`config.mk`:
```
export PLATFORM = sky130hd
export DESIGN_NAME = adsc_top
export DESIGN_NICKNAME = d
export VERILOG_FILES = /design/src/inc/adsc_pkg.sv /design/src/rtl/adsc_ahb_slave.sv /design/src/rtl/adsc_conv_timer.sv /design/src/rtl/adsc_top.sv
export SDC_FILE = /design/constraint.sdc
export NUM_CORES = 1
export LEC_CHECK = 0
export ABC_AREA = 1
export BUFFER_PORTS_ARGS = -buffer_cell sky130_fd_sc_hd__buf_2
export CORE_UTILIZATION = 44
export DETAILED_ROUTE_END_ITERATION = 10
export PLACE_DENSITY_LB_ADDON = 0.08
export SLEW_MARGIN = 20
export SYNTH_ARGS = -nofsm -noshare
export SYNTH_HDL_FRONTEND = slang
export SYNTH_HIERARCHICAL = 1
export SYNTH_SLANG_ARGS = --single-unit
```
`constraint.sdc`:
```
create_clock -name CLK -period 3.8 [get_ports CLK]
set_input_delay 0 -clock CLK [delete_from_list [all_inputs] [get_ports CLK]]
set_output_delay 0 -clock CLK [all_outputs]
set_load 0.01 [all_outputs]
```
`src/inc/adsc_pkg.sv`:
```
// ==========================================================================
// shared constants and types of the converter sequence control
// ==========================================================================
package adsc_pkg;

  // ========================================================================
  // register byte offsets on the bus
  // ========================================================================
  localparam logic [3:0] ADDR_CTRL_ONE  = 4'h0;  // converter_control_one
  localparam logic [3:0] ADDR_CTRL_TWO  = 4'h4;  // converter_control_two
  localparam logic [3:0] ADDR_RES_LOW   = 4'h8;  // result_low_reg
  localparam logic [3:0] ADDR_RES_HIGH  = 4'hc;  // result_high_reg
  localparam int         ADDR_W         = 4;     // decoded address bits

  // ========================================================================
  // field positions
  // ========================================================================
  localparam int C1_START_BIT  = 7;  // start_trigger
  localparam int C1_MODE_LSB   = 5;  // op_mode_select, two bits
  localparam int C1_AIN_EN_BIT = 4;  // analog_input_enable
  localparam int C1_CHAN_LSB   = 0;  // channel_select, four bits
  localparam int C2_DONE_BIT   = 7;  // conv_done_flag
  localparam int C2_BUSY_BIT   = 6;  // conv_busy_flag
  localparam int C2_TIME_LSB   = 0;  // conversion time code, three bits
  localparam int LOW_W         = 8;  // result bits held in the low register
  localparam int RESULT_W      = 10; // full result width
  localparam int HIGH_W        = RESULT_W - LOW_W;
  localparam int CHAN_W        = 4;
  localparam int TIME_W        = 3;
  localparam int CNT_MIN_W     = 11; // counter width needed for the longest time
  localparam int HTRANS_ACT    = 1;  // htrans bit set for NONSEQ and SEQ

  // ========================================================================
  // mode and channel codes, reset values
  // ========================================================================
  localparam logic [1:0]        MODE_OFF     = 2'h0;
  localparam logic [1:0]        MODE_SINGLE  = 2'h1;
  localparam logic [1:0]        MODE_REPEAT  = 2'h3;
  localparam logic [CHAN_W-1:0] CHAN_LAST    = 4'h7;  // analog_in_last
  localparam logic [TIME_W-1:0] TIME_MAX     = 3'h5;  // last valid time code
  localparam logic [10:0]       BASE_CYCLES  = 11'h027; // 39 clock periods
  localparam logic [31:0]       RD_ZERO      = 32'h0000_0000;

  // ========================================================================
  // types
  // ========================================================================
  // one register access handed from the bus slave to the block
  typedef struct packed {
    logic              wr;     // write strobe, one cycle
    logic              rd;     // read strobe, one cycle
    logic [ADDR_W-1:0] addr;   // byte offset
    logic [31:0]       wdata;  // write data
  } adsc_req_t;

  // bus slave state
  typedef struct packed {
    logic              wr_pend;  // write data phase in progress
    logic              rd_pend;  // read data phase, wait cycle
    logic [ADDR_W-1:0] addr;     // latched address
    logic [31:0]       rdata;    // registered read data
  } adsc_slv_state_t;

  // sequencer states, one-hot
  typedef enum logic [1:0] {
    CS_IDLE = 2'b01,
    CS_RUN  = 2'b10
  } adsc_fsm_t;

  // sequencer state
  typedef struct packed {
    adsc_fsm_t           fsm;       // idle or converting
    logic                start;     // start_trigger
    logic [1:0]          mode;      // op_mode_select
    logic                ain_en;    // analog_input_enable
    logic [CHAN_W-1:0]   chan;      // channel_select
    logic [TIME_W-1:0]   time_code; // conversion time code
    logic                done;      // conv_done_flag
    logic                low_read;  // low half read, high half not yet
    logic [RESULT_W-1:0] result;    // stored result
  } adsc_state_t;

  // timer state
  typedef struct packed {
    logic        running;  // counting a conversion
    logic [15:0] count;    // cycles left, upper bits unused at default width
  } adsc_tmr_state_t;

  // ========================================================================
  // conversion length in clock periods for a time code
  // ========================================================================
  function automatic logic [10:0] conv_cycles(input logic [TIME_W-1:0] code);
    logic [TIME_W-1:0] c;
    c = (code > TIME_MAX) ? TIME_MAX : code;  // reserved codes take the longest
    conv_cycles = BASE_CYCLES << c;
  endfunction

endpackage

```
`src/rtl/adsc_ahb_slave.sv`:
```
`timescale 1ns/1ns
// ==========================================================================
// ahb-lite slave: writes take no wait, reads one wait state
// ==========================================================================
module adsc_ahb_slave (
  input  wire logic               clk,        // system clock
  input  wire logic               arst_n,     // async reset, active low
  input  wire logic               ce,         // clock enable
  input  wire logic               hsel,       // slave select
  input  wire logic [31:0]        haddr,      // address
  input  wire logic [1:0]         htrans,     // transfer type
  input  wire logic               hwrite,     // write not read
  input  wire logic [31:0]        hwdata,     // write data
  input  wire logic               hready,     // bus ready
  output logic                    hreadyout,  // slave ready
  output logic [31:0]             hrdata,     // read data
  output logic                    hresp,      // always okay
  output adsc_pkg::adsc_req_t     req,        // register access
  input  wire logic [31:0]        rd_data     // register read mux
);

  adsc_pkg::adsc_slv_state_t s;       // registered state
  adsc_pkg::adsc_slv_state_t next_s;  // next state

  // ========================================================================
  // next state and strobes
  // ========================================================================
  always_comb begin
    next_s    = s;
    req       = '0;
    hreadyout = ~s.rd_pend;  // reads stall one cycle so earlier writes settle
    hresp     = 1'b0;
    hrdata    = s.rdata;
    // write data phase: data stands now
    if (s.wr_pend) begin
      req.wr     = ce;
      req.addr   = s.addr;
      req.wdata  = hwdata;
      next_s.wr_pend = 1'b0;
    end
    // read wait cycle: sample the mux, read side effects fire here
    if (s.rd_pend) begin
      req.rd      = ce;
      req.addr    = s.addr;
      next_s.rdata   = rd_data;
      next_s.rd_pend = 1'b0;
    end
    // address phase taken
    if (hsel && hready && htrans[adsc_pkg::HTRANS_ACT]) begin
      next_s.wr_pend = hwrite;
      next_s.rd_pend = ~hwrite;
      next_s.addr    = haddr[adsc_pkg::ADDR_W-1:0];
    end
  end

  // ========================================================================
  // state register
  // ========================================================================
  always_ff @(posedge clk or negedge arst_n) begin
    if (!arst_n) begin
      s <= '0;
    end else if (ce) begin
      s <= next_s;
    end
  end

endmodule

```
`src/rtl/adsc_conv_timer.sv`:
```
`timescale 1ns/1ns
// ==========================================================================
// conversion length counter
// ==========================================================================
module adsc_conv_timer #(
  parameter int CNT_W = 11  // counter width
) (
  input  wire logic                          clk,        // system clock
  input  wire logic                          arst_n,     // async reset, active low
  input  wire logic                          ce,         // clock enable
  input  wire logic                          start,      // load and run
  input  wire logic                          abort,      // stop at once
  input  wire logic [adsc_pkg::TIME_W-1:0]   time_code,  // conversion time code
  output logic                               done,       // last cycle of conversion
  output logic                               running     // counting
);

  // elaboration check on the counter width
  if (CNT_W < adsc_pkg::CNT_MIN_W || CNT_W > 16) begin : g_bad_width
    $error("adsc_conv_timer: CNT_W out of range");
  end

  adsc_pkg::adsc_tmr_state_t s;       // registered state
  adsc_pkg::adsc_tmr_state_t next_s;  // next state

  // ========================================================================
  // count down; done flags the cycle whose edge ends the conversion
  // ========================================================================
  always_comb begin
    next_s  = s;
    running = s.running;
    done    = ce && s.running && (s.count == 16'h0001);  // abort is resolved by the caller
    if (s.running) begin
      next_s.count = s.count - 16'h0001;
      if (done) begin
        next_s.running = 1'b0;  // a restart below overrides this
      end
    end
    if (start) begin
      next_s.running = 1'b1;
      next_s.count   = {5'h00, adsc_pkg::conv_cycles(time_code)};
    end
    if (abort) begin
      next_s = '0;
    end
  end

  // ========================================================================
  // state register
  // ========================================================================
  always_ff @(posedge clk or negedge arst_n) begin
    if (!arst_n) begin
      s <= '0;
    end else if (ce) begin
      s <= next_s;
    end
  end

endmodule

```
`src/rtl/adsc_top.sv`:
```
// The placing of the registers and the AHB-Lite register port were chosen for this implementation.
`timescale 1ns/1ns
// ==========================================================================
// converter sequence control, top level
// ==========================================================================

module adsc_top #(
  parameter int CNT_W = 11  // conversion counter width
) (
  input  wire logic                             CLK,           // system clock
  input  wire logic                             ARST_N,        // async reset, active low
  input  wire logic                             CE,            // clock enable
  // ahb-lite slave
  input  wire logic                             HSEL,          // slave select
  input  wire logic [31:0]                      HADDR,         // address
  input  wire logic [1:0]                       HTRANS,        // transfer type
  input  wire logic                             HWRITE,        // write not read
  input  wire logic [2:0]                       HSIZE,         // word only
  input  wire logic [31:0]                      HWDATA,        // write data
  input  wire logic                             HREADY,        // bus ready
  output logic                                  HREADYOUT,     // slave ready
  output logic [31:0]                           HRDATA,        // read data
  output logic                                  HRESP,         // always okay
  // system
  input  wire logic                             LOWPOWER,      // a low-power mode is active
  output logic                                  CONV_DONE_IRQ, // completion pulse
  // converter core and multiplexer
  output logic                                  CORE_START,    // conversion begins
  output logic                                  CORE_ABORT,    // conversion abandoned
  input  wire logic [adsc_pkg::RESULT_W-1:0]    CORE_RESULT,   // result at completion
  output logic [adsc_pkg::CHAN_W-2:0]           MUX_CHANNEL,   // selected input
  output logic                                  MUX_ENABLE,    // input switch closed
  output logic                                  AREF_ENABLE    // reference path connected
);

  // elaboration check on the counter width
  if (CNT_W < adsc_pkg::CNT_MIN_W) begin : g_bad_width
    $error("adsc_top: CNT_W too small for the longest conversion");
  end

  // ========================================================================
  // declarations
  // ========================================================================
  adsc_pkg::adsc_state_t s;          // registered state
  adsc_pkg::adsc_state_t next_s;     // next state
  adsc_pkg::adsc_req_t   req;        // register access from the bus
  logic [31:0]           rd_data;    // read mux
  logic                  tmr_start;  // load the timer
  logic                  tmr_abort;  // stop the timer
  logic                  tmr_done;   // conversion finishes at this edge
  logic                  tmr_run;    // timer counting, not read anywhere
  logic                  busy;       // conv_busy_flag
  logic                  chan_ok;    // channel code is a real input
  logic [1:0]            wr_mode;    // mode field of a control write

  // ========================================================================
  // bus slave
  // ========================================================================
  adsc_ahb_slave u_slave (
    .clk       (CLK),
    .arst_n    (ARST_N),
    .ce        (CE),
    .hsel      (HSEL),
    .haddr     (HADDR),
    .htrans    (HTRANS),
    .hwrite    (HWRITE),
    .hwdata    (HWDATA),
    .hready    (HREADY),
    .hreadyout (HREADYOUT),
    .hrdata    (HRDATA),
    .hresp     (HRESP),
    .req       (req),
    .rd_data   (rd_data)
  );

  // ========================================================================
  // conversion length timer
  // ========================================================================
  adsc_conv_timer #(
    .CNT_W (CNT_W)
  ) u_timer (
    .clk       (CLK),
    .arst_n    (ARST_N),
    .ce        (CE),
    .start     (tmr_start),
    .abort     (tmr_abort),
    .time_code (s.time_code),
    .done      (tmr_done),
    .running   (tmr_run)
  );

  // ========================================================================
  // status decode
  // ========================================================================
  assign busy    = (s.fsm == adsc_pkg::CS_RUN);
  assign chan_ok = (s.chan <= adsc_pkg::CHAN_LAST);
  assign wr_mode = req.wdata[adsc_pkg::C1_MODE_LSB +: 2];

  // ========================================================================
  // read mux, unused bits and unmapped offsets read zero
  // ========================================================================
  always_comb begin
    rd_data = adsc_pkg::RD_ZERO;
    case (req.addr)
      adsc_pkg::ADDR_CTRL_ONE: begin
        rd_data[adsc_pkg::C1_START_BIT]          = s.start;
        rd_data[adsc_pkg::C1_MODE_LSB +: 2]      = s.mode;
        rd_data[adsc_pkg::C1_AIN_EN_BIT]         = s.ain_en;
        rd_data[adsc_pkg::C1_CHAN_LSB +: adsc_pkg::CHAN_W] = s.chan;
      end
      adsc_pkg::ADDR_CTRL_TWO: begin
        rd_data[adsc_pkg::C2_DONE_BIT]           = s.done;
        rd_data[adsc_pkg::C2_BUSY_BIT]           = busy;
        rd_data[adsc_pkg::C2_TIME_LSB +: adsc_pkg::TIME_W] = s.time_code;
      end
      adsc_pkg::ADDR_RES_LOW: begin
        rd_data[adsc_pkg::LOW_W-1:0]             = s.result[adsc_pkg::LOW_W-1:0];
      end
      adsc_pkg::ADDR_RES_HIGH: begin
        rd_data[adsc_pkg::HIGH_W-1:0]            = s.result[adsc_pkg::RESULT_W-1:adsc_pkg::LOW_W];
      end
      default: begin
        rd_data = adsc_pkg::RD_ZERO;  // unmapped
      end
    endcase
  end

  // ========================================================================
  // sequencer next state
  // order: reads, conversion, writes, low power; later steps override
  // ========================================================================
  always_comb begin
    next_s        = s;
    tmr_start     = 1'b0;
    tmr_abort     = 1'b0;
    CONV_DONE_IRQ = 1'b0;

    // result reads drive the interlock
    if (req.rd) begin
      case (req.addr)
        adsc_pkg::ADDR_RES_LOW: begin
          next_s.low_read = 1'b1;
        end
        adsc_pkg::ADDR_RES_HIGH: begin
          next_s.low_read = 1'b0;
          next_s.done     = 1'b0;
        end
        default: begin
          next_s.low_read = s.low_read;
        end
      endcase
    end

    // conversion sequencing
    case (s.fsm)
      adsc_pkg::CS_IDLE: begin
        // begin on a pending start in single or repeat mode
        if (CE && s.start && (s.mode == adsc_pkg::MODE_SINGLE || s.mode == adsc_pkg::MODE_REPEAT)) begin
          next_s.start = 1'b0;
          next_s.fsm   = adsc_pkg::CS_RUN;
          next_s.done  = 1'b0;
          tmr_start    = 1'b1;
        end
      end
      adsc_pkg::CS_RUN: begin
        if (tmr_done) begin
          // store unless the low half was read and the high half not yet
          if (!s.low_read) begin
            next_s.result = CORE_RESULT;
            next_s.done   = 1'b1;
            CONV_DONE_IRQ = 1'b1;
          end else begin
            next_s.result = s.result;
          end
          if (s.mode == adsc_pkg::MODE_REPEAT) begin
            tmr_start = 1'b1;
          end else begin
            next_s.fsm = adsc_pkg::CS_IDLE;
          end
        end
      end
      default: begin
        next_s.fsm = adsc_pkg::CS_IDLE;
      end
    endcase

    // register writes
    if (req.wr) begin
      case (req.addr)
        adsc_pkg::ADDR_CTRL_ONE: begin
          next_s.start  = req.wdata[adsc_pkg::C1_START_BIT];
          next_s.mode   = wr_mode;
          next_s.ain_en = req.wdata[adsc_pkg::C1_AIN_EN_BIT];
          next_s.chan   = req.wdata[adsc_pkg::C1_CHAN_LSB +: adsc_pkg::CHAN_W];
          // forced stop and disable
          if (wr_mode == adsc_pkg::MODE_OFF) begin
            next_s.fsm      = adsc_pkg::CS_IDLE;
            next_s.start    = 1'b0;
            next_s.done     = 1'b0;
            next_s.low_read = 1'b0;
            next_s.result   = '0;
            tmr_abort       = 1'b1;
            tmr_start       = 1'b0;
            CONV_DONE_IRQ   = 1'b0;
          end
        end
        adsc_pkg::ADDR_CTRL_TWO: begin
          next_s.time_code = req.wdata[adsc_pkg::C2_TIME_LSB +: adsc_pkg::TIME_W];
        end
        default: begin
          next_s.time_code = next_s.time_code;  // read-only or unmapped
        end
      endcase
    end

    // low-power entry clears everything but the time code and channel
    if (LOWPOWER) begin
      next_s           = '0;
      next_s.fsm       = adsc_pkg::CS_IDLE;
      next_s.time_code = s.time_code;
      next_s.chan      = s.chan;              // channel select is kept
      tmr_abort        = 1'b1;
      tmr_start        = 1'b0;
      CONV_DONE_IRQ    = 1'b0;
    end
  end

  // ========================================================================
  // core strobes
  // ========================================================================
  assign CORE_START = CE && tmr_start;
  assign CORE_ABORT = CE && tmr_abort && busy;

  // ========================================================================
  // multiplexer and reference, decoded from flip-flops, reference also gated by the LOWPOWER input
  // ========================================================================
  assign MUX_CHANNEL = s.chan[adsc_pkg::CHAN_W-2:0];
  assign MUX_ENABLE  = s.ain_en && chan_ok;
  assign AREF_ENABLE = busy && !LOWPOWER;

  // ========================================================================
  // state register
  // ========================================================================
  always_ff @(posedge CLK or negedge ARST_N) begin
    if (!ARST_N) begin
      s     <= '0;
      s.fsm <= adsc_pkg::CS_IDLE;
    end else if (CE) begin
      s <= next_s;
    end
  end

endmodule

```
* Word level (Yosys, flattened, before mapping)
Cells that the tools add are included.
Operators by class: add/subtract/negate cells 1, order comparisons 2, eq/ne operators 8, shifts and indexed selects 1, multiplexer cells 54, bitwise operators 3, reductions and logical operators 24
Operators with widths (number):
- 17-bit two-way mux | 3
- 25-bit two-way mux | 2
- 10-bit two-way mux | 4
- 36-bit two-way mux | 1
- 1-bit two-way mux | 25
- 12-bit two-way mux | 2
- 16-bit by 1-bit equality test with 1-bit output (second input constant) | 1
- 16-bit by 1-bit subtractor with 16-bit output (second input constant) | 1
- 3-bit two-way mux | 4
- 1-bit logical AND | 11
- 6-bit by 3-bit << shifter with 11-bit output (first input constant) | 1
- 4-bit equality test (second input constant) | 2
- 2-bit one-hot mux with 4 select lines | 1
- 4-bit AND reduction | 2
- 2-bit two-way mux | 3
- 6-bit two-way mux | 1
- 1-bit one-hot mux with 2 select lines | 3
- 2-bit one-hot mux with 3 select lines | 1
- 3-bit one-hot mux with 2 select lines | 1
- 2-bit AND reduction | 3
- 5-bit two-way mux | 1
- 2-bit by 1-bit equality test with 1-bit output (second input constant) | 2
- 2-bit equality test (second input constant) | 2
- 4-bit by 3-bit equality test with 1-bit output (second input constant) | 1
- 12 further kinds | 15
Word-level totals: register bits after elaboration 56, input bits 86, output and inout bits 42, logic and storage cells 108

* Logic depth before layout (Yosys ltp)
Gate-level depths: netlist (run 1).
word-level depth 12, depth in mapped cells 18, gate-level depth less buffers 16

* By module
Netlist (run 1), hierarchy kept.
By module, submodules not included:
- adsc_ahb_slave | times used 1, cells an instance 279, area each 2028.2 um^2, seq. area each 950.9 um^2
- adsc_top | times used 1, cells an instance 217, area each 1580.3 um^2, seq. area each 626.9 um^2
- adsc_conv_timer | times used 1, cells an instance 205, area each 1297.5 um^2, seq. area each 425.4 um^2

* Worst setup path after synthesis (run 1)
OpenSTA, ideal clock, no wires.
path type flip-flop to flip-flop, start point register u_slave/s[37] in the netlist's numbering, end point register u_timer/s[13] in the netlist's numbering, library setup time 116 ps, arrival time 2232 ps, required time 3684 ps, slack 1452 ps, stages on the path, launching flop included 18, buffers on the path 2, period minus slack after synthesis 2348 ps, path through dfrtp_1 buf_2 nor2_1 nor2_1 nor2_2 nand2_4 nand2_4 nand3_4 nand2_1 nor2_1 inv_2 nand3_2 nand2_4 inv_1 buf_4 nand2_1 nand2_1 nand2_1
RTL lines:
- start, declared | line adsc_ahb_slave.sv:22 | adsc_pkg::adsc_slv_state_t s;
- start signal, assigned | line adsc_ahb_slave.sv:63 | s <= next_s;
- end signal, assigned | line adsc_conv_timer.sv:55 | s <= next_s;
- end, declared | line adsc_conv_timer.sv:23 | adsc_pkg::adsc_tmr_state_t s;

* Worst setup path after layout (run 1)
start point register u_timer/s[1] in the netlist's numbering, end point register u_timer/s[11] in the netlist's numbering
On the way: word-level cells in the longest chain between the ends 10, elaborated cells between the ends (all ways) 14, those cells by class add/sub (1); eq/ne (1); mux (9); reduce/logical (3)
RTL lines:
- 16-bit by 1-bit equality test with 1-bit output * | line adsc_conv_timer.sv:32 | done = ce && s.running && (s.count == 16'h0001);
- 1-bit logical AND * | line adsc_conv_timer.sv:32
- named net tmr_done | line adsc_top.sv:50 | logic tmr_done;
- 1-bit two-way mux * | line adsc_top.sv:166 | if (tmr_done) begin
- 1-bit one-hot mux with 2 select lines * | line adsc_top.sv:155 | case (s.fsm)
- 1-bit two-way mux | line adsc_top.sv:196 | if (wr_mode == adsc_pkg::MODE_OFF) begin
- 1-bit two-way mux | line adsc_top.sv:189 | case (req.addr)
- 1-bit two-way mux * | line adsc_top.sv:188 | if (req.wr) begin
- 1-bit two-way mux * | line adsc_top.sv:217 | if (LOWPOWER) begin
- named net tmr_start | line adsc_top.sv:48 | logic tmr_start;
- 3-bit nonzero test (no source line) / 17-bit two-way mux (equally long branches)
- 2-bit AND reduction (no source line) / 17-bit two-way mux (equally long branches)
The timed path passes the listed nets; every way through them passes the cells marked *. The select of a mux whose other input is x is not followed. A chain may end at the register's enable or synchronous reset.

==> results of run 1 <==
layout make-up:
class	count	area, µm²	area share [%]
Clock inverter	5	63.8	1.18
Timing Repair Buffer	92	574	10.7
Multi-Input combinational cell	450	2070	38.4
Inverter	95	364	6.76
Clock buffer	11	141	2.62
Tap cell	136	170	3.16
Sequential cell	80	2000	37.2
power by group through the flow:
stage                     combinational [mW]  sequential, mW  clock [mW]
final                                  0.395            1.01       0.654
after global routing                   0.448            1.02       0.715
after CTS                              0.401            1.01       0.681
after detailed placement               0.383            1.03           0
after global placement                 0.378            1.03           0
after floorplan                        0.354            1.01           0
metrics by stage:
stage	hold slack [ns]	total power, mW	utilization [%]
after floorplan	-0.296	1.37	-
after global placement	0.206	1.40	47.9
after detailed placement	0.215	1.41	47.9
after CTS	0.00409	2.09	51.9
after global routing	0.0231	2.18	51.9
final	0.0174	2.06	51.9
tightest hold or removal path, delay by kind of cell:
family,cells,cell delay [ns]
AO/OA/AOI/OAI,1,0.08
buffers and inverters,3,0.18
AND/OR/NAND/NOR,1,0.05
state kept, by name, indices dropped and copies added (netlist names):
register and cells:
s 22, u_slave/hrdata 32, u_timer/s 16, u_slave/s 6, MUX_CHANNEL 3, u_timer/running 1
per-layer routing:
layer  up-vias  global-route usage [%]  wire (µm)
met5         -                       0          0
met4         0                    5.16        139
met3         9                    4.02        476
met2        91                    32.9       4740
met1      1830                    25.9       4910
li1       2084                       -          -
worst min-delay path by stage:
stage / to / from / slack [ns]
after floorplan: MUX_CHANNEL[0] / ARST_N / -0.30
after global routing: s[20] / HWDATA[5] / 0.02
after detailed placement: u_slave/s[34] / HADDR[2] / 0.21
final: s[20] / HWDATA[5] / 0.02
after global placement: u_slave/s[35] / HADDR[3] / 0.21
after CTS: s[20] / HWDATA[5] / 0.004
what timing repair did:
action                    CTS  global route
hold endpoints to repair  100             0
hold buffers               21             0
resized for setup           0             0
==> results summary, run 1 <==
A synthesized cell averages ~7.2 µm². The area of the core is around 10000 µm². The time the worst path needs with I/O delays and setup came out at between 3 and 4 ns.

The clock insertion delay at the later pin of the skew report is roughly 0.35 ns. The total setup buffers inserted after CTS is 0. Setup repair after global routing left no endpoint under its margin. The slowest stage of the critical path belongs to the cell sky130_fd_sc_hd__nor2_1. The worst slack after detailed placement came out at 0.663 ns. The floorplan step set the die height to about 110 µm. TritonCTS built the clock tree. The kind of end point of the critical path is a register.

For this run, the post-layout net count is slightly above 800. In this run the critical register-to-register path is captured at u_timer/s[11]. The switching power came out at roughly 0.6 mW.

The delay of the slowest cell on the worst path came out at around 0.43 ns. The number of buffers and inverters on the critical path is 4. Net switching is between 20% and 30% of the power.

The number of instances in the placed design is about 830. The site row count came out at 37. The first detailed-routing pass ran for 4 iterations.

The final clock period utilization by the worst path came out at 81.7%. The port buffer count is 70. After filler insertion, the fill cell instance count of the layout stands at around 1.1k. The total number of H-tree levels is 3. The internal cell power is between 1 and 1.5 mW.

The global-route wire length before repair came out at roughly 17000 µm. The remaining antenna violation count came out at 0. The pin count of the biggest net entering global routing came out at about 80.

The die covers ~11000 µm². The transition at the pin with the smallest max-transition slack is 0.739 ns. The number of remaining DRC errors came out at 0.

In this run the power density over the cells is around 380 nW/µm². The summed instance area of the synthesized netlist is roughly 4700 µm². The per-cell routed wire length came out at 11.8 µm. The beginning of the critical path is u_timer/s[1]. Counting every instance in the synthesized netlist gives roughly 650.

The share of total power dissipated in the clock network is 31.8%. The number of DRC markers in iteration 0 came out at approximately 180. The total wirelength of the detailed-routed design came out at ~10000 µm. The die span in x is 106 µm. CTS placed an instance of sky130_fd_sc_hd__clkbuf_8 at the clock tree root. The worst register-to-register path begins at u_timer/s[1].

STA puts the critical path data required time at 4.04 ns. The count of cells in the finished layout, fillers not included, comes to 869. For this run, the top clock speed supported by timing is 0.322 GHz. In this run the deepest clock path goes through 2 buffers. The signal arrival time at the worst endpoint is roughly 3.4 ns. The remaining global-route overflow is 0.

The library cell used most frequently in the layout, excluding fill and tap cells, is sky130_fd_sc_hd__nand2_1. The Yosys step of the flow raised 6 warnings. Setup slack on the worst reg-to-reg path comes out at roughly 0.7 ns.

In this run the worst path has a maximum fanout of 11. The final hold violation count is 0. The critical path capture point is u_timer/s[11]. The max-capacitance violation count came out at 0.

The vias after detailed routing came out at approximately 4k. The path class of the tightest hold or removal check is input port to register. Counting buffers and inverters, the worst setup path is 15 cells deep. In this run the cell area measured after placement is 4970 µm². Sequential cells burn between 40% and 50% of the power. After routing the design area is 5390 µm².

STA classifies the critical path startpoint as a register. The relative max-transition margin is approximately 51%. The clock sink total is 80.

The setup skew after layout is 0.0106 ns. The wire-length estimate of the detail-placed layout is about 7200 µm. The number of antenna violations at the first check in global routing came out at 0. The highest ir drop seen on vdd is 0.000203 V. The hold path depth came out at 5. The combinational fraction of design power is between 10% and 20%. The antenna diode instance count is 0.

Routability-driven placement finished with a final weighted congestion of approximately 0.85. The post-route worst setup slack is ~0.70 ns. The top cell types in the final layout, fill and taps aside, are 249 x sky130_fd_sc_hd__nand2_1, 90 x sky130_fd_sc_hd__inv_1, 79 x sky130_fd_sc_hd__dfrtp_1. Traced cell by cell, the critical path runs through inv_1 -> ha_1 -> inv_1 -> nor3_1 -> nand4_1 -> nor2_1 -> a31oi_1 -> nor2_1 -> inv_2 -> nand3_2 -> nand2_4 -> inv_1 -> o21ai_0 -> nand2_1 -> nand2_1.

The number of cell instances on the worst register-to-register path is 15. The category of cells accounting for the largest share of critical-path delay is simple AND/OR/NAND/NOR gates. The number of top-level pins came out at around 130. For this run, the total global-route usage over all layers was measured as slightly below 20%.

The total of endpoints with negative setup slack in the final report is 0. The static leakage power came out at 3.16 nW. The flow ran to the end, and the final reports show no timing, DRC or antenna violations. The via count of the first global-routing pass is about 3.8k.

The average via count per standard cell is 4.62. The number of buffers added by the clock tree synthesis step is 9. The worst setup path is of the register to register kind. The final-layout setup total negative slack came out at 0 ns. The clock slew at the register clock pins of the worst setup and hold paths came out at ~0.09 ns.

The effective utilization at floorplan is 45.5%. The cell repeated most along the worst path is sky130_fd_sc_hd__inv_1. Relative to the synthesized area, the layout overhead comes to 14.2%. The fraction of final layout cells with drive strength greater than 1 came out at 17.1%. The final max-slew violation count is 0.
(Power assumes the default switching activity.)
==> run 2, diff against run 1 <==
Clock period 3.8 ns to 2.83 ns, I/O delays scaled along.
==> run 2 against run 1 <==
Against the previous run: worst hold slack lost 0.010 ns; die area is the same; fmax grew 27%; critical endpoint is now u_timer/s[10]; clock skew is essentially flat; count of clock-buffer cells in the layout shrank 1; combinational power grew 36%; register-to-register slack lost 0.31 ns; first-iteration DRC count shrank 23%; worst setup slack lost 0.31 ns; largest power group unchanged; flip-flop and latch count is the same; highest routed layer unchanged.
==> results summary, run 2 (same netlist as run 1, synthesis figures left out) <==
The area of the core came out at 10400 µm² (unchanged). The weighted congestion reported at the end of routability-driven placement is 0.836 (-1.6%). The combinational fraction of design power came to 19.3% (about the same). The clock slew at the register clock pins of the worst setup and hold paths is 0.09 ns (about the same). The relative max-transition margin is 50.5% (-0.19 points). The vias after detailed routing came out at 3996 (-0.45%). The per-cell routed wire length is 11.8 µm (-0.40%).

The relative contribution of the clock network to total power came to 32.1% (+0.3 points). The signal arrival time at the worst endpoint is 2.74 ns (-0.61 ns). The required arrival time at the worst endpoint came out at 3.12 ns (-0.92 ns). The flow ran to the end, and the final reports show no timing, DRC or antenna violations.

The port buffer count came to 70 (unchanged). The remaining antenna violation count came out at 0 (unchanged). The final max-slew violation count was 0 (unchanged).

The total of endpoints with negative setup slack in the final report came out at 0 (unchanged). The setup skew after layout came out at 0.0104 ns (-0.000190 ns). The total wirelength of the detailed-routed design came out at 10300 µm (+0.40%). The global-route wire length before repair came out at 18300 µm (+4.7%). The internal cell power was 1.95 mW (+35%). The endpoint of the most critical register-to-register path is u_timer/s[10]. The biggest fanout along the worst timing path came to 8 (-3). met2 is the most crowded layer. The die span in y came out at 106 µm (unchanged). The peak clock frequency supported by timing came to 0.409 GHz (+27%). The critical setup path kind is register to register. The antenna diode instance count came out at 0 (unchanged).

The CTS tree is built. STA classifies the critical path endpoint as a register. The remaining global-route overflow came out at 0 (unchanged). The combined flip-flop and latch cell area is 2000 µm² (unchanged). Setup repair after global routing left no endpoint under its margin. The number of top-level pins is 128 (unchanged). The worst-case register-to-register setup slack came out at 0.38 ns (-0.31 ns). The number of buffers added by the clock tree synthesis step is 9 (unchanged).

The post-synthesis to final-layout area growth is 15.5%. The final core utilization came to 52.5% (+0.60 points). The most common library cell in the layout ignoring fill and taps is sky130_fd_sc_hd__nand2_1. The number of fill cells in the layout came out at 1058 (-1.6%).

The number of antenna violations at the first check in global routing is 0 (unchanged). The global routing usage on met3 came out at 4.27% (+0.25 points). The tree is rooted in a sky130_fd_sc_hd__clkbuf_8. The final hold violation count is 0 (unchanged).

The number of cell instances on the worst register-to-register path came to 16 (+1). The most critical setup path has its endpoint at u_timer/s[10]. The time the worst path needs with I/O delays and setup was 2.45 ns (-0.659 ns).

The pin count of the biggest net entering global routing is 81 (unchanged). The net count of the finished layout came out at 825 (+0.86%). The sequential group share of total power came out at 48.6% (-0.5 points). In this run the worst hold path is classified as input port to register. The max-capacitance violation count came out at 0 (unchanged). The clock insertion delay at the later pin of the skew report came out at 0.35 ns (about the same). The total number of H-tree levels came to 3 (unchanged). The final non-filler cell area is 5450 µm² (+1.2%). The critical path starts at u_timer/s[1]. The effective utilization at floorplan came out at 45.5% (unchanged).

The library cells used most frequently in the layout, excluding fill and tap cells, are 249 x sky130_fd_sc_hd__nand2_1, 90 x sky130_fd_sc_hd__inv_1, 79 x sky130_fd_sc_hd__dfrtp_1. The global routing met2 resource utilization came to 35.1% (+2.2 points). The average via count per standard cell came out at 4.56 (-1.2%). The clock sink total came out at 80 (unchanged). The total global routing track utilization was 20.5% (+0.90 points). The HPWL after detailed placement is 7320 µm (+2.0%). The instance area after placement came out at 5010 µm² (+0.91%).

The met1 global-route usage came out at 26.2% (+0.29 points). The number of DRC markers in iteration 0 is 140 (-23%). The die span in x was 106 µm (unchanged).

The highest ir drop seen on vdd is 0.000306 V (+50%). The combined area of the multi-input logic cells was 2070 µm² (unchanged). The switching part of the total power is 30.1% (+0.30 points). The number of iterations in the first detailed-routing pass came out at 4 (unchanged). The worst setup path is launched from a register.

The final-layout setup total negative slack came out at 0 ns (unchanged). The die outline area came to 11100 µm² (unchanged). The total of cells resized after clock tree synthesis is 0 (unchanged). The fraction of final layout cells with drive strength greater than 1 came out at 17.8% (+0.78 points). The via count of the first global-routing pass came out at 3988 (+4.6%). The flip-flop count of the largest register after layout is 32 (unchanged). The switching power is 0.840 mW (+37%). The power density normalized to cell area came out at 511 nW/µm² (+34%). The largest buffer count on any clock path came out at 2 (unchanged). The number of remaining DRC errors came out at 0 (unchanged). The site row count is 37 (unchanged). The static leakage power came out at 3.20 nW (+1.3%). The worst register-to-register path begins at u_timer/s[1].

The final clock period utilization by the worst path came out at 86.4% (+4.7 points). The transition at the pin with the smallest max-transition slack came out at 0.742 ns (+0.00285 ns).
[run 2: worst min-delay path by stage]
stage,end,start,cells after the start
final,s[14],HWDATA[2],5
after global routing,s[14],HWDATA[2],5
after CTS,s[14],HWDATA[2],5
after detailed placement,u_slave/s[32],HADDR[0],3
after global placement,u_slave/s[32],HADDR[0],3
after floorplan,MUX_CHANNEL[0],ARST_N,0
[run 2: area by class of cell]
type                       count  share of cell area (%)
timing repair buffer          99                    11.5
inverter                      95                    6.68
sequential                    80                    36.8
clock buffer                  10                    2.53
tap                          136                    3.12
multi-input combinational    450                    38.0
clock inverter                 6                    1.38
[run 2: timing repair]
item                                   in CTS  in global routing
hold buffers                               22                  0
setup buffers                               0                  0
endpoints found under the hold margin     101                  0
[run 2: per-stage QoR]
stage	instances	total power [mW]	hold WS [ns]	worst slack (ns)
after floorplan	674	1.84	-0.296	0.495
after global placement	838	1.89	0.204	0.422
after detailed placement	838	1.90	0.205	0.380
after CTS	876	2.83	0.000435	0.341
after global routing	876	2.97	0.0258	0.0864
final	876	2.79	0.00700	0.384
[run 2: metal layers]
| layer | part of all wire, % | wire length (µm) | vias up |
|---|---|---|---|
| li1 | - | - | 2094 |
| met1 | 49 | 5020 | 1823 |
| met5 | 0 | 0 | - |
| met2 | 47 | 4800 | 69 |
| met3 | 3.6 | 367 | 10 |
| met4 | 1.1 | 116 | 0 |
[run 2: power by group through the flow]
stage / combinational (mW) / clock (mW) / sequential (mW)
floorplan: 0.476 / 0 / 1.36
global placement: 0.513 / 0 / 1.38
detailed placement: 0.519 / 0 / 1.38
CTS: 0.544 / 0.926 / 1.36
global route: 0.607 / 0.987 / 1.37
finish: 0.537 / 0.895 / 1.35
[run 2: critical path, stage by stage (launching register included)]
cell	delay (ns)
sky130_fd_sc_hd__dfrtp_1	0.39
sky130_fd_sc_hd__inv_1	0.12
sky130_fd_sc_hd__ha_1	0.19
sky130_fd_sc_hd__inv_1	0.06
sky130_fd_sc_hd__nor3_1	0.17
sky130_fd_sc_hd__nand4_1	0.10
sky130_fd_sc_hd__nor2_1	0.22
sky130_fd_sc_hd__a31oi_1	0.16
sky130_fd_sc_hd__nor2_1	0.17
sky130_fd_sc_hd__inv_2	0.10
sky130_fd_sc_hd__nand3_2	0.10
sky130_fd_sc_hd__nand2_4	0.10
sky130_fd_sc_hd__nor2_8	0.19
sky130_fd_sc_hd__inv_4	0.07
sky130_fd_sc_hd__nor2_1	0.13
sky130_fd_sc_hd__nand2_1	0.07
sky130_fd_sc_hd__nand2_1	0.05
==> run 3, diff against run 2 <==
Settings changed: CORE_ASPECT_RATIO set to 0.9.
==> run 3 against run 2 <==
Against the previous run: fmax fell by 6.3%; via count fell by 0.30%; register-to-register slack got worse by 0.17 ns; clock skew fell by 0.0048 ns; flip-flop and latch count did not move; utilization rose by 0.35 points; design area rose by 0.32%; critical path type unchanged; worst hold slack improved by 0.0021 ns; the run now ends with DRC left; global-route usage rose by 0.24 points; die area barely moved.
==> results summary, run 3 (same netlist as run 1, synthesis figures left out) <==
The hold slack was 0.00909 ns (+0.00209 ns). The static leakage power came out at 3.21 nW (+0.26%). The final hold violation count was 0 (unchanged). The clock slew at the register clock pins of the worst setup and hold paths came out at 0.06 ns (-0.03 ns).

The antenna diode instance count was 0 (unchanged). The flip-flop count of the largest register after layout is 32 (unchanged). The tightest min-delay check is of the input port to register type.

The number of top-level pins came out at 128 (unchanged). The HPWL after detailed placement is 7660 µm (+4.6%). The power density normalized to cell area came out at 546 nW/µm² (+6.7%).

The final core utilization came out at 52.9% (+0.35 points). The required arrival time at the worst endpoint was 3.11 ns (about the same). The critical path starts at u_timer/s[1]. The per-cell routed wire length came out at 12.4 µm (+5.6%). The clock sink total came to 80 (unchanged). The number of fill cells in the layout was 1040 (-1.7%). The biggest fanout along the worst timing path is 8 (unchanged). TritonCTS built the clock tree. Setup repair after global routing left no endpoint under its margin. The time the worst path needs with I/O delays and setup is 2.61 ns (+0.165 ns). The die span in x came to 111 µm (+5.3%).

The relative max-transition margin is 47.0% (-3.5 points). The largest buffer count on any clock path was 2 (unchanged). The number of cell instances on the worst register-to-register path came out at 16 (unchanged). The remaining global-route overflow is 0 (unchanged). The signal arrival time at the worst endpoint came out at 2.89 ns (+0.15 ns). The final-layout setup total negative slack is 0 ns (unchanged). The net count of the finished layout is 822 (-0.36%). The hold path depth is 5 (unchanged). The weighted congestion reported at the end of routability-driven placement was 0.846 (+1.3%). The clock insertion delay at the later pin of the skew report came out at 0.33 ns (-0.02 ns).

The worst setup path is captured at a register. The setup skew after layout is 0.00563 ns (-0.00479 ns). The vias after detailed routing came out at 3984 (-0.30%). The die span in y is 100 µm (-5.0%). The number of buffers added by the clock tree synthesis step came out at 9 (unchanged). The fraction of final layout cells with drive strength greater than 1 came out at 17.7% (-0.17 points). The final clock period utilization by the worst path came out at 92.3% (+5.8 points). The total wirelength of the detailed-routed design is 10700 µm (+4.2%). The total number of H-tree levels is 3 (unchanged). The number of iterations in the first detailed-routing pass came out at 7 (+3). The number of DRC markers in iteration 0 came out at 223 (+59%). The total of endpoints with negative setup slack in the final report is 0 (unchanged).

The average via count per standard cell is 4.61 (+0.97%). The global-route wire length before repair came out at 18100 µm (-0.64%). The most common library cell in the layout ignoring fill and taps is sky130_fd_sc_hd__nand2_1. The remaining antenna violation count came to 0 (unchanged). The port buffer count came out at 70 (unchanged). The critical path capture point is u_timer/s[10]. The clock root buffer is sky130_fd_sc_hd__clkbuf_16. The total setup buffers inserted after CTS came out at 0 (unchanged). The worst setup path is launched from a register.

The via count of the first global-routing pass came out at 3839 (-3.7%). The die outline area came out at 11100 µm² (about the same). The transition at the pin with the smallest max-transition slack was 0.795 ns (+0.0528 ns). The post-route worst setup slack was 0.219 ns (-0.165 ns).

The site row count came out at 35 (-5.4%). The number of remaining DRC errors is 6 (+6). The worst register-to-register path ends at u_timer/s[10]. The total global routing track utilization came to 20.8% (+0.24 points). The checks that failed: DRC.

The critical path is of the register to register type. The number of antenna violations at the first check in global routing came out at 0 (unchanged). The flow ran to the end, but the final reports show violations. The peak clock frequency supported by timing was 0.383 GHz (-6.3%). The post-synthesis to final-layout area growth came out at 15.9%. The highest ir drop seen on vdd came out at 0.000382 V (+25%). The pin count of the biggest net entering global routing came out at 61 (-25%). The area of the core is 10300 µm² (-0.34%).

The max-capacitance violation count came to 0 (unchanged). The worst-case register-to-register setup slack came out at 0.22 ns (-0.17 ns). The worst slack after detailed placement was 0.278 ns (-0.102 ns). In the layout the commonest cells are 249 x sky130_fd_sc_hd__nand2_1, 90 x sky130_fd_sc_hd__inv_1, 79 x sky130_fd_sc_hd__dfrtp_1. The effective utilization at floorplan is 45.6% (+0.15 points). The worst register-to-register path begins at u_timer/s[1]. The final max-slew violation count is 0 (unchanged).
-- run 3: worst min-delay path by stage --
stage / startpoint / end
after floorplan: ARST_N / MUX_CHANNEL[0]
after global placement: ARST_N / u_timer/s[11]
after detailed placement: ARST_N / u_timer/s[13]
after CTS: HWDATA[7] / s[22]
after global routing: HWDATA[7] / s[22]
final: HWDATA[7] / s[22]
-- run 3: repair_timing --
item,in CTS,in global routing
hold buffers,18,0
gates resized for setup,0,0
hold endpoints to repair,75,0
setup endpoints to repair,0,0
-- run 3: metal layers --
layer	global-route usage, %	up-vias	routed length (µm)
li1	-	2079	-
met1	25.6	1828	5020
met2	36.4	70	5190
met3	5.56	7	417
met4	5.20	0	117
met5	0	-	0
-- run 3: stage by stage --
stage	instances	total power, mW	cell area, µm²
6_report	865	2.98	5470
5_1_grt	865	3.16	5470
3_3_place_gp	832	1.90	5010
2_1_floorplan	674	1.84	4800
4_1_cts	865	3.03	5470
3_5_place_dp	832	1.91	5010
-- run 3: layout make-up --
type	count	area, µm²	area share [%]
clock buffer	13	260	4.76
clock inverter	2	15.0	0.275
inverter	95	364	6.66
multi-input combinational	450	2070	37.9
sequential	80	2000	36.6
tap	129	161	2.95
timing repair buffer	96	593	10.8
-- run 3: worst max-delay path: stages (launching register included) --
cell and delay [ns]:
sky130_fd_sc_hd__dfrtp_1 0.37, sky130_fd_sc_hd__inv_1 0.12, sky130_fd_sc_hd__ha_1 0.16, sky130_fd_sc_hd__inv_1 0.06, sky130_fd_sc_hd__nor3_1 0.23, sky130_fd_sc_hd__nand4_1 0.10
sky130_fd_sc_hd__nor2_1 0.34, sky130_fd_sc_hd__a31oi_1 0.17, sky130_fd_sc_hd__nor2_1 0.19, sky130_fd_sc_hd__inv_2 0.11, sky130_fd_sc_hd__nand3_2 0.10, sky130_fd_sc_hd__nand2_4 0.10
sky130_fd_sc_hd__nor2_8 0.19, sky130_fd_sc_hd__inv_4 0.07, sky130_fd_sc_hd__nor2_1 0.13, sky130_fd_sc_hd__nand2_1 0.07, sky130_fd_sc_hd__nand2_1 0.05
-- run 3: power breakdown --
group | switching [mW] | total, mW | internal (mW)
logic | 0.321 | 0.540 | 0.219
clock network | 0.442 | 1.08 | 0.638
registers | 0.0767 | 1.36 | 1.28
total | 0.841 | 2.98 | 2.14
